**src/hdl/csc_cfg.svh**
```systemverilog
`ifndef CSC_CFG_SVH
`define CSC_CFG_SVH
// ============================================================
// Register byte offsets
`define CSC_ADDR_CTRL 8'h00
`define CSC_ADDR_DLY 8'h04
`define CSC_ADDR_DUR 8'h08
`define CSC_ADDR_PHASE 8'h0C
`define CSC_ADDR_STATUS 8'h10
// ============================================================
// Control register fields
`define CSC_CTRL_EXT_CLAMP 0
`define CSC_CTRL_CLAMP_LVL 1
`define CSC_CTRL_EXT_CLK 2
`define CSC_CTRL_SYNC_POL 3
`define CSC_CTRL_PWRDN 4
`define CSC_CTRL_W 5
// ============================================================
// Status register fields
`define CSC_STAT_CLAMP 0
`define CSC_STAT_EXT_CLK 1
`define CSC_STAT_SLICER 2
`define CSC_STAT_INVERT 3
// ============================================================
// Pin vector positions
`define CSC_PIN_LSYNC 0
`define CSC_PIN_CLAMP 1
`define CSC_PIN_SOG 2
`define CSC_PIN_EXTCK 3
`define CSC_PIN_INV 4
`define CSC_PIN_W 5
// ============================================================
// Reset values and timing
`define CSC_CTRL_RST 5'h00
`define CSC_DLY_RST 8'h04
`define CSC_DUR_RST 8'h0A
`define CSC_PHASE_RST 3'h0
`define CSC_INT_HALF_M1 4'h1
`define CSC_CNT_ZERO 8'h00
`define CSC_CNT_ONE 8'h01
`define CSC_WORD_ZERO 32'h00000000
`endif

```
**src/hdl/csc_pkg.sv**
```systemverilog
// ============================================================
// Shared types
package csc_pkg;
   // Clamp window sequencer states
   typedef enum logic [1:0] {CSC_IDLE, CSC_DELAY, CSC_HOLD} csc_state_t;
   // Pixel count for delay and duration
   typedef logic [7:0] csc_count_t;
   // APB data word
   typedef logic [31:0] csc_word_t;
endpackage

```
**src/hdl/csc_clamp_seq.sv**
```systemverilog
`timescale 1ns/1ps
`include "csc_cfg.svh"
// ============================================================
// Internal clamp window: delay, then duration, in pixel ticks
module csc_clamp_seq
(
   input wire logic clk,
   input wire logic rstn,
   input wire logic tick,
   input wire logic trail,
   input csc_pkg::csc_count_t dly,
   input csc_pkg::csc_count_t dur,
   output logic window
);
   import csc_pkg::*;

   csc_state_t state_reg; // Sequencer state
   csc_state_t state_next;
   csc_count_t cnt_reg; // Remaining ticks of current phase
   csc_count_t cnt_next;

   // ============================================================
   // Next state; a new trailing edge always restarts the window
   always_comb
   begin
      state_next = state_reg;
      cnt_next = cnt_reg;
      if (trail)
      begin
         state_next = CSC_DELAY;
         cnt_next = dly;
      end
      else
      begin
         case (state_reg)
            CSC_DELAY:
            begin
               if (cnt_reg == `CSC_CNT_ZERO)
               begin
                  state_next = (dur == `CSC_CNT_ZERO) ? CSC_IDLE : CSC_HOLD;
                  cnt_next = dur;
               end
               else if (tick)
                  cnt_next = cnt_reg - `CSC_CNT_ONE;
            end
            CSC_HOLD:
            begin
               if (cnt_reg == `CSC_CNT_ZERO)
                  state_next = CSC_IDLE;
               else if (tick)
                  cnt_next = cnt_reg - `CSC_CNT_ONE;
            end
            default:
               state_next = CSC_IDLE;
         endcase
      end
   end

   // ============================================================
   // State registers
   always_ff @(posedge clk or negedge rstn)
   begin
      if (!rstn)
      begin
         state_reg <= CSC_IDLE;
         cnt_reg <= `CSC_CNT_ZERO;
      end
      else
      begin
         state_reg <= state_next;
         cnt_reg <= cnt_next;
      end
   end

   assign window = (state_reg == CSC_HOLD) && (cnt_reg != `CSC_CNT_ZERO);
endmodule

```
**src/hdl/csc_top.sv**
```systemverilog
// The register addresses and register access over APB were chosen for this implementation.
`timescale 1ns/1ps
`include "csc_cfg.svh"
// Overview of operation
// - External clamp only when enable bit set
// - Otherwise count delay, duration from trailing edge
// - Clamp pin sense set by level bit
// - Green sync slicer runs in power-down
// - External clock select uses external pixel clock
// - Phase adjust still works on external clock
// - Invert input shifts sampling half a period
// - Odd pixels, then inverted even next frame
// - Sync polarity picks trailing edge
module csc_top
#(
   parameter int PHASE_W = 3
)
(
   input wire logic CLK,
   input wire logic RSTN,
   input wire logic PSEL,
   input wire logic PENABLE,
   input wire logic PWRITE,
   input wire logic [7:0] PADDR,
   input csc_pkg::csc_word_t PWDATA,
   output csc_pkg::csc_word_t PRDATA,
   output logic PREADY,
   output logic PSLVERR,
   input wire logic LINE_SYNC_IN,
   input wire logic CLAMP_PIN_IN,
   input wire logic GREEN_SYNC_SLICER_IN,
   input wire logic EXTERNAL_PIXEL_CLOCK_IN,
   input wire logic SAMPLE_CLOCK_INVERT,
   output logic GREEN_SYNC_SLICER_OUT,
   output logic PIXEL_CLOCK_OUT,
   output logic SAMPLE_STROBE_OUT,
   output logic CLAMP_WINDOW_OUT
);
   import csc_pkg::*;

   localparam int TAPS = 2 ** PHASE_W; // Phase delay taps

   // Edge detectors on synchronised levels
   function automatic logic is_rise(input logic prev, input logic cur);
      is_rise = cur && !prev;
   endfunction
   function automatic logic is_fall(input logic prev, input logic cur);
      is_fall = prev && !cur;
   endfunction

   // ============================================================
   // Register file
   logic [`CSC_CTRL_W-1:0] ctrl_reg; // Control bits
   logic [`CSC_CTRL_W-1:0] ctrl_next;
   csc_count_t dly_reg; // Clamp delay in pixels
   csc_count_t dly_next;
   csc_count_t dur_reg; // Clamp duration in pixels
   csc_count_t dur_next;
   logic [PHASE_W-1:0] phase_reg; // Sampling phase step
   logic [PHASE_W-1:0] phase_next;
   csc_word_t rdata_reg; // Read data, caught in setup
   csc_word_t rdata_next;
   logic err_reg; // Unmapped access flag
   logic err_next;
   csc_word_t status; // Live status word
   logic pd; // Power-down

   assign pd = ctrl_reg[`CSC_CTRL_PWRDN];

   // ============================================================
   // Synchronisers and pixel logic state
   logic [`CSC_PIN_W-1:0] s1_reg; // First stage, read only by s2
   logic [`CSC_PIN_W-1:0] s2_reg; // Safe levels
   logic [`CSC_PIN_W-1:0] s3_reg; // Previous levels for edges
   logic [3:0] int_cnt_reg; // Internal clock divider
   logic [3:0] int_cnt_next;
   logic int_clk_reg; // Internal free-running clock
   logic int_clk_next;
   logic int_prev_reg; // Internal clock one cycle back
   logic [TAPS-1:0] sr_reg; // Phase delay line
   logic [TAPS-1:0] sr_next;
   logic strobe_next;
   logic pclk_next;
   logic win_next;
   logic sog_next;
   logic sel_ext; // External clock selected
   logic inv; // Inversion request, synchronised
   logic pick; // Sampling edge before phase delay
   logic trail; // Line sync trailing edge
   logic int_window; // Internally timed clamp window
   logic clamp_match; // Clamp pin at its active level

   // Zero wait states: each access ends on its first access cycle
   assign PREADY = 1'b1;

   // ============================================================
   // Register next values; read data latched in the setup cycle
   always_comb
   begin
      ctrl_next = ctrl_reg;
      dly_next = dly_reg;
      dur_next = dur_reg;
      phase_next = phase_reg;
      rdata_next = rdata_reg;
      err_next = err_reg;
      if (PSEL && !PENABLE)
      begin
         err_next = 1'b0;
         case (PADDR)
            `CSC_ADDR_CTRL: rdata_next = {27'h0000000, ctrl_reg};
            `CSC_ADDR_DLY: rdata_next = {24'h000000, dly_reg};
            `CSC_ADDR_DUR: rdata_next = {24'h000000, dur_reg};
            `CSC_ADDR_PHASE:
               rdata_next = {{(32-PHASE_W){1'b0}}, phase_reg};
            `CSC_ADDR_STATUS: rdata_next = status;
            default:
            begin
               // Unmapped: zero data and error
               rdata_next = `CSC_WORD_ZERO;
               err_next = 1'b1;
            end
         endcase
      end
      if (PSEL && PENABLE && PWRITE)
      begin
         case (PADDR)
            `CSC_ADDR_CTRL: ctrl_next = PWDATA[`CSC_CTRL_W-1:0];
            `CSC_ADDR_DLY: dly_next = PWDATA[7:0];
            `CSC_ADDR_DUR: dur_next = PWDATA[7:0];
            `CSC_ADDR_PHASE: phase_next = PWDATA[PHASE_W-1:0];
            default: ;
         endcase
      end
   end

   // ============================================================
   // Register state
   always_ff @(posedge CLK or negedge RSTN)
   begin
      if (!RSTN)
      begin
         ctrl_reg <= `CSC_CTRL_RST;
         dly_reg <= `CSC_DLY_RST;
         dur_reg <= `CSC_DUR_RST;
         phase_reg <= `CSC_PHASE_RST;
         rdata_reg <= `CSC_WORD_ZERO;
         err_reg <= 1'b0;
      end
      else
      begin
         ctrl_reg <= ctrl_next;
         dly_reg <= dly_next;
         dur_reg <= dur_next;
         phase_reg <= phase_next;
         rdata_reg <= rdata_next;
         err_reg <= err_next;
      end
   end

   assign PRDATA = rdata_reg;
   assign PSLVERR = PSEL && PENABLE && err_reg;

   always_comb
   begin
      status = `CSC_WORD_ZERO;
      status[`CSC_STAT_CLAMP] = CLAMP_WINDOW_OUT;
      status[`CSC_STAT_EXT_CLK] = sel_ext;
      status[`CSC_STAT_SLICER] = GREEN_SYNC_SLICER_OUT;
      status[`CSC_STAT_INVERT] = inv;
   end

   // ============================================================
   // Source and edge selection
   assign sel_ext = ctrl_reg[`CSC_CTRL_EXT_CLK];
   assign inv = s2_reg[`CSC_PIN_INV];
   assign clamp_match =
      s2_reg[`CSC_PIN_CLAMP] == ctrl_reg[`CSC_CTRL_CLAMP_LVL];

   always_comb
   begin
      // inversion samples on the opposite edge
      // inverted frame picks up the other pixels
      if (sel_ext)
         pick = inv ?
            is_fall(s3_reg[`CSC_PIN_EXTCK], s2_reg[`CSC_PIN_EXTCK]) :
            is_rise(s3_reg[`CSC_PIN_EXTCK], s2_reg[`CSC_PIN_EXTCK]);
      else
         pick = inv ? is_fall(int_prev_reg, int_clk_reg) :
            is_rise(int_prev_reg, int_clk_reg);
      // polarity 0 leads on falling, trails on rising
      if (ctrl_reg[`CSC_CTRL_SYNC_POL])
         trail = is_fall(s3_reg[`CSC_PIN_LSYNC], s2_reg[`CSC_PIN_LSYNC]);
      else
         trail = is_rise(s3_reg[`CSC_PIN_LSYNC], s2_reg[`CSC_PIN_LSYNC]);
   end

   // ============================================================
   // Pixel logic next values
   always_comb
   begin
      int_cnt_next = int_cnt_reg + 4'h1;
      int_clk_next = int_clk_reg;
      if (int_cnt_reg == `CSC_INT_HALF_M1)
      begin
         int_cnt_next = 4'h0;
         int_clk_next = !int_clk_reg;
      end
      // phase delay applies to either source
      sr_next = {sr_reg[TAPS-2:0], pick};
      strobe_next = sr_reg[phase_reg] && !pd;
      pclk_next = ((sel_ext ? s2_reg[`CSC_PIN_EXTCK] : int_clk_reg) ^ inv)
         && !pd;
      // pin sense from the level bit
      win_next = !pd && (ctrl_reg[`CSC_CTRL_EXT_CLAMP] ?
         clamp_match : int_window);
      sog_next = s2_reg[`CSC_PIN_SOG];
   end

   // ============================================================
   // Pixel logic registers
   always_ff @(posedge CLK or negedge RSTN)
   begin
      if (!RSTN)
      begin
         s1_reg <= '0;
         s2_reg <= '0;
         s3_reg <= '0;
         int_cnt_reg <= 4'h0;
         int_clk_reg <= 1'b0;
         int_prev_reg <= 1'b0;
         sr_reg <= '0;
         SAMPLE_STROBE_OUT <= 1'b0;
         PIXEL_CLOCK_OUT <= 1'b0;
         CLAMP_WINDOW_OUT <= 1'b0;
         GREEN_SYNC_SLICER_OUT <= 1'b0;
      end
      else
      begin
         s1_reg <= {SAMPLE_CLOCK_INVERT, EXTERNAL_PIXEL_CLOCK_IN,
            GREEN_SYNC_SLICER_IN, CLAMP_PIN_IN, LINE_SYNC_IN};
         s2_reg <= s1_reg;
         s3_reg <= s2_reg;
         int_cnt_reg <= int_cnt_next;
         int_clk_reg <= int_clk_next;
         int_prev_reg <= int_clk_reg;
         sr_reg <= sr_next;
         SAMPLE_STROBE_OUT <= strobe_next;
         PIXEL_CLOCK_OUT <= pclk_next;
         CLAMP_WINDOW_OUT <= win_next;
         GREEN_SYNC_SLICER_OUT <= sog_next;
      end
   end

   // ============================================================
   // Internal clamp sequencer, counting sampling edges
   csc_clamp_seq u_clamp
   (
      .clk(CLK),
      .rstn(RSTN),
      .tick(pick),
      .trail(trail),
      .dly(dly_reg),
      .dur(dur_reg),
      .window(int_window)
   );
endmodule

```
**config.mk**
```make
export PLATFORM = sky130hd
export DESIGN_NAME = csc_top
export DESIGN_NICKNAME = d
export VERILOG_FILES = /design/src/hdl/csc_pkg.sv /design/src/hdl/csc_clamp_seq.sv /design/src/hdl/csc_top.sv
export VERILOG_INCLUDE_DIRS = /design/src /design/src/hdl
export SDC_FILE = /design/constraint.sdc
export NUM_CORES = 1
export LEC_CHECK = 0
export ABC_AREA = 1
export BUFFER_PORTS_ARGS = -buffer_cell sky130_fd_sc_hd__buf_2
export CORE_ASPECT_RATIO = 1.2
export CORE_MARGIN = 2
export CORE_UTILIZATION = 50
export DETAILED_ROUTE_END_ITERATION = 12
export PLACE_DENSITY_LB_ADDON = 0.15
export SYNTH_ARGS = -nofsm -noshare
export SYNTH_HDL_FRONTEND = slang
export SYNTH_SLANG_ARGS = --single-unit
```
**constraint.sdc**
```tcl
create_clock -name CLK -period 4.86 [get_ports CLK]
set_input_delay 0.729 -clock CLK [delete_from_list [all_inputs] [get_ports CLK]]
set_output_delay 0.729 -clock CLK [all_outputs]
set_load 0.05 [all_outputs]
```
* After elaboration in Yosys (flattened, before gate mapping)
Index checks and enable logic that the tools add are counted.
Storage, ports and cells: register bits after elaboration 99, input bits 50, output and inout bits 38, word-level logic and storage cells 89
Operators by class: add/subtract/negate cells 2, $lt $le $gt $ge 1, equality and inequality tests 11, multiplexer cells 21, bitwise operators 1, reduce and logical (&&, ||, !) cells 34
Operator list (count):
- $pmux W8 S5 | 1
- $mux W8 | 4
- $logic_not A8 Y1 | 3
- $eq A8 B4 Y1 const B | 2
- $pmux W8 S2 | 1
- $logic_and A1 B1 Y1 | 14
- $reduce_and A2 Y1 | 6
- $eq A8 B3 Y1 const B | 1
- $eq A8 B5 Y1 const B | 1
- $logic_not A1 Y1 | 8
- $mux W1 | 8
- $mux W2 | 4
- $reduce_bool A8 Y1 | 1
- $sub A8 B1 Y8 const B | 1
- $ne A3 B2 Y1 const B | 2
- $reduce_or A5 Y1 | 1
- $add A4 B1 Y4 const B | 1
- $eq A4 B1 Y1 const B | 1
- $lt A3 B4 Y1 const B | 1
- $mux W4 | 1
- $pmux W2 S2 | 1
- $bmux W1 S3 | 1
- $ne A3 B3 Y1 const B | 1
- $reduce_bool A3 Y1 | 1
- other kinds (4) | 4

* Logic depth before layout (Yosys ltp)
depth after elaboration 8, gate-level depth with buffers 11, mapped depth without buffers 11

* Modules after synthesis
A second synthesis with hierarchy kept.
Unflattened totals: cells, all modules 452, area, all modules 3733.6 sq um
Modules (own cells, without submodules):
- csc_top | instances 1, cells an instance 308, area each 2854.0 sq um, sequential area each 1580.3 sq um
- csc_clamp_seq | instances 1, cells an instance 144, area each 879.6 sq um, sequential area each 250.2 sq um

* Worst setup path before layout
No wires, ideal clock.
path kind input -> output, from in PENABLE, to out PSLVERR, arrival 1.173 ns, required time 4.131 ns, slack 2.958 ns, stages 1, path buffers 0, cells stage by stage and3_1
Between the ends: word-level cells in the longest chain between the ends 2
RTL lines:
- start: declaration | line csc_top.sv:22 | input wire logic PENABLE,
- $logic_and A1 B1 Y1 (2 in a row) | line csc_top.sv:161 | assign PSLVERR = PSEL && PENABLE && err_reg;
- end: declaration | line csc_top.sv:28 | output logic PSLVERR,
Every way passes these cells.

* Final worst setup path
from reg u_clamp.cnt_reg[0], to reg u_clamp.cnt_reg[3]
Between the ends: word-level cells in the longest chain between the ends 5, elaborated cells between the ends (all ways) 9, classes of those cells add/sub: 1; eq/ne: 1; mux: 5; reduce/logical: 2
RTL lines:
- start: declaration | line csc_clamp_seq.sv:19 | csc_count_t cnt_reg;
- start signal: assignment | line csc_clamp_seq.sv:66 | cnt_reg <= `CSC_CNT_ZERO;
- start signal: assignment | line csc_clamp_seq.sv:71 | cnt_reg <= cnt_next;
- $sub A8 B1 Y8 (no line)
- $mux W8 | line csc_clamp_seq.sv:43, csc_clamp_seq.sv:50
- $mux W8, on equally long branches | line csc_clamp_seq.sv:48, csc_clamp_seq.sv:38
- $pmux W8 S2 | line csc_clamp_seq.sv:35 | case (state_reg)
- $mux W8 | line csc_clamp_seq.sv:28 | if (trail)
Parallel ways exist; a longest one is shown, timed or not. The select of a mux whose other input is x is not followed. A chain may end at the register's enable or synchronous reset.

==> out/results.ini <==
[setup_path]
worst_path_most_repeated_cell = nand2_1
arrival_ns = 2.31
worst-setup-path-type = reg -> reg
crit_fanout = 14
crit_chain = inv_1, ha_1, nand2_1, nor3_2, nand2_1, o21ai_0, inv_1, nand2_1, a21oi_1
crit_slowest_cell = dfrtp_1
slowest_delay_ns = 0.40
cp-end-kind = flip-flop
start_kind = flip-flop
cp.required_ns = 5.08

[synthesis]
netlist_area_um2 = 3615
syn-mean-instance-area_um2 = 8.272
yosys.cell_types.count = 35
synthTopCellsByArea = dfrtp_1 48%, nand2_1 12%, inv_1 5.4%, buf_4 5.2%, nor2_1 4.7%
synth_cells = 437
synth-seq-area-share_pct = 50.64
yosys_warnings = 0
yosysTopAreaCellShare_pct = 48.46
yosysTopAreaCell = dfrtp_1
synth_seq_cells = 73

[die]
core_area_um2 = 6937
die_x_um = 81.62
ioPinCount = 88
dieArea_um2 = 7928
start_util_pct = 52.11
rows = 33
die_y_um = 97.14

[run]
max_cap_violations = 0

[drt]
drt_iter0_markers = 146
ant_nets = 0
vias = 2922
wl_per_cell_um = 13.42
firstDrtPassIters = 5
wl_um = 7676
viasPerCell = 5.108
drc = 0

[grt]
grt_max_degree = 50
grt_pass1_wl_um = 12970
global_route.overflow_total = 0
grt_pass1_vias = 2717
antenna_found_initial = 0
gr-usage-all-layers_pct = 21.24

[clocking]
cts_root_buf = clkbuf_8
htreeDepth = 3
worstSkewPairLatency_ns = 0.34
clock-sinks = 73
post_cts_buffers = 0
cts_made_buffers = 9
clk_pin_slew_ns = 0.08
ctsHoldBuffers = 0
clock_path_buffers = 2
cts_resized = 0
cts_tree = done

[placement]
place_ws_ns = 2.591
hpwl_um = 5510
port-buffer-count = 38
gp_congestion = 0.8819

[pwr]
powerDensity_nw_per_um2 = 372.4
leakagePower_uw = 0.002067
peakVddDrop_v = 0.0001519
power_uw = 1474

[final_layout]
syn_to_final_growth_pct = 9.519
num_antenna_cells = 0
fin_nets = 531
final_util_pct = 57.07
drive_gt1_share_pct = 15.05

[sta]
rsz0062_at_grt = false
timing.final.hold_violations = 0
finClkSkew_ns = 0.01177
setup_viol = 0
period_share_pct = 42.84
tightest_slew_ns = 1.066
max_freq_ghz = 0.4803
finalSetupTns_ns = 0
relSlewSlack_pct = 28.91
maxSlewViolCount = 0
fin_crit_ns = 2.082
worst_slack_ns = 2.778

[status]
outcome = finished, final reports clean

[hold_path]
hold_class = reg -> reg

[layout make-up]
| cell class | instances | area [um^2] |
|---|---|---|
| fillers | 650 | 2978 |
| flip-flops and latches | 73 | 1831 |
| multi-input cells | 304 | 1449 |
| inverters | 53 | 198.9 |
| repair buffers | 39 | 197.7 |
| clock buffers | 11 | 131.4 |
| well taps | 87 | 108.9 |
| clock inverters | 5 | 42.54 |
[critical path, delay by kind of cell, from the launching register on]
kind                       cells  cell delay (ns)
DFF                            1             0.40
and+or+nand+nor                4             0.84
buffers and inverters          2             0.18
AOI/OAI and AO/OA              2             0.36
adders and majority gates      1             0.18
[power breakdown]
group          leakage (uW)  total [uW]  internal (uW)  switching [uW]
Clock             0.0000837         423            189             234
Combinational       0.00104         351            107             244
Sequential         0.000939         700            656            44.1
Total               0.00207        1470            952             522
[final timing paths]
check,start,to,slack (ns),cells after the start
setup / recovery,u_clamp.cnt_reg[0]$_DFFE_PN0P_,u_clamp.cnt_reg[3]$_DFFE_PN0P_,2.78,9
hold reg to reg,s1_reg[4]$_DFF_PN0_,s2_reg[4]$_DFF_PN0_,0.35,0
hold / removal,s1_reg[4]$_DFF_PN0_,s2_reg[4]$_DFF_PN0_,0.35,0
setup reg to reg,u_clamp.cnt_reg[0]$_DFFE_PN0P_,u_clamp.cnt_reg[3]$_DFFE_PN0P_,2.78,9
max in group asynchronous,RSTN,dur_reg[1]$_DFFE_PN1P_,3.31,2
min in group asynchronous,RSTN,sr_reg[5]$_DFF_PN0_,0.57,1
[placed cells by master, fill, tap and decap left out, types with 2 or more instances in the layout]
| master | synthesis | layout |
|---|---|---|
| nand2_1 | 114 | 114 |
| dfrtp_1 | 70 | 70 |
| inv_1 | 52 | 52 |
| nor2_1 | 45 | 45 |
| buf_2 | 1 | 38 |
| nand3_1 | 30 | 30 |
| o21ai_0 | 25 | 25 |
| conb_1 | 2 | 25 |
| a21oi_1 | 12 | 12 |
| clkbuf_8 | 0 | 9 |
| o21ai_2 | 8 | 8 |
| o21ai_1 | 8 | 8 |
| nand4_1 | 7 | 7 |
| xor2_1 | 4 | 4 |
| clkinv_4 | 0 | 4 |
| a22oi_1 | 3 | 3 |
| dfstp_2 | 3 | 3 |
| nand3b_1 | 2 | 2 |
| o32ai_1 | 2 | 2 |
| and3_1 | 2 | 2 |
| nor4_4 | 2 | 2 |
| nand2_4 | 2 | 2 |
| nor4_1 | 2 | 2 |
| nor3_1 | 2 | 2 |
| clkbuf_1 | 2 | 2 |
[synthesized netlist by cell type, drive strengths merged]
library cell / n
a211oi: 1
a21oi: 12
a22oi: 3
and3: 2
and3b: 1
buf: 28
clkbuf: 2
conb: 2
dfrtp: 70
dfstp: 3
ha: 1
inv: 53
nand2: 117
nand3: 30
nand3b: 2
nand4: 7
nor2: 46
nor3: 3
nor4: 4
o21ai: 41
o21bai: 1
o32ai: 2
or2: 1
xnor2: 1
xor2: 4
[per-stage QoR]
| stage | instance area, um^2 | hold WS (ns) | std cells |
|---|---|---|---|
| 3_3_place_gp | 3785 | 0.3327 | 556 |
| 2_1_floorplan | 3701 | 0.3312 | 460 |
| 4_1_cts | 3959 | 0.3561 | 572 |
| 6_report | 3959 | 0.3538 | 572 |
| 5_1_grt | 3959 | 0.3600 | 572 |
| 3_5_place_dp | 3785 | 0.3379 | 556 |
[cell families (layout without fill, tap and decap cells)]
group | Yosys count | in the layout | share of synthesized area, %
and+or+nand+nor | 213 | 213 | 26.24
buffers and inverters | 83 | 108 | 11.66
DFF | 73 | 73 | 50.64
AOI/OAI and AO/OA | 60 | 60 | 9.692
xor gates and xnor gates | 5 | 5 | 1.211
other | 2 | 25 | 0.2078
adders and majority gates | 1 | 1 | 0.3461
[per-layer routing]
metal / up-vias / track usage, % / wire [um]
li1: 1438 / - / -
met1: 1388 / 29.82 / 3552
met2: 83 / 33.10 / 3668
met3: 13 / 3.439 / 343
met4: 0 / 7.564 / 112
met5: - / 0 / 0
(Power assumes the default switching activity.)
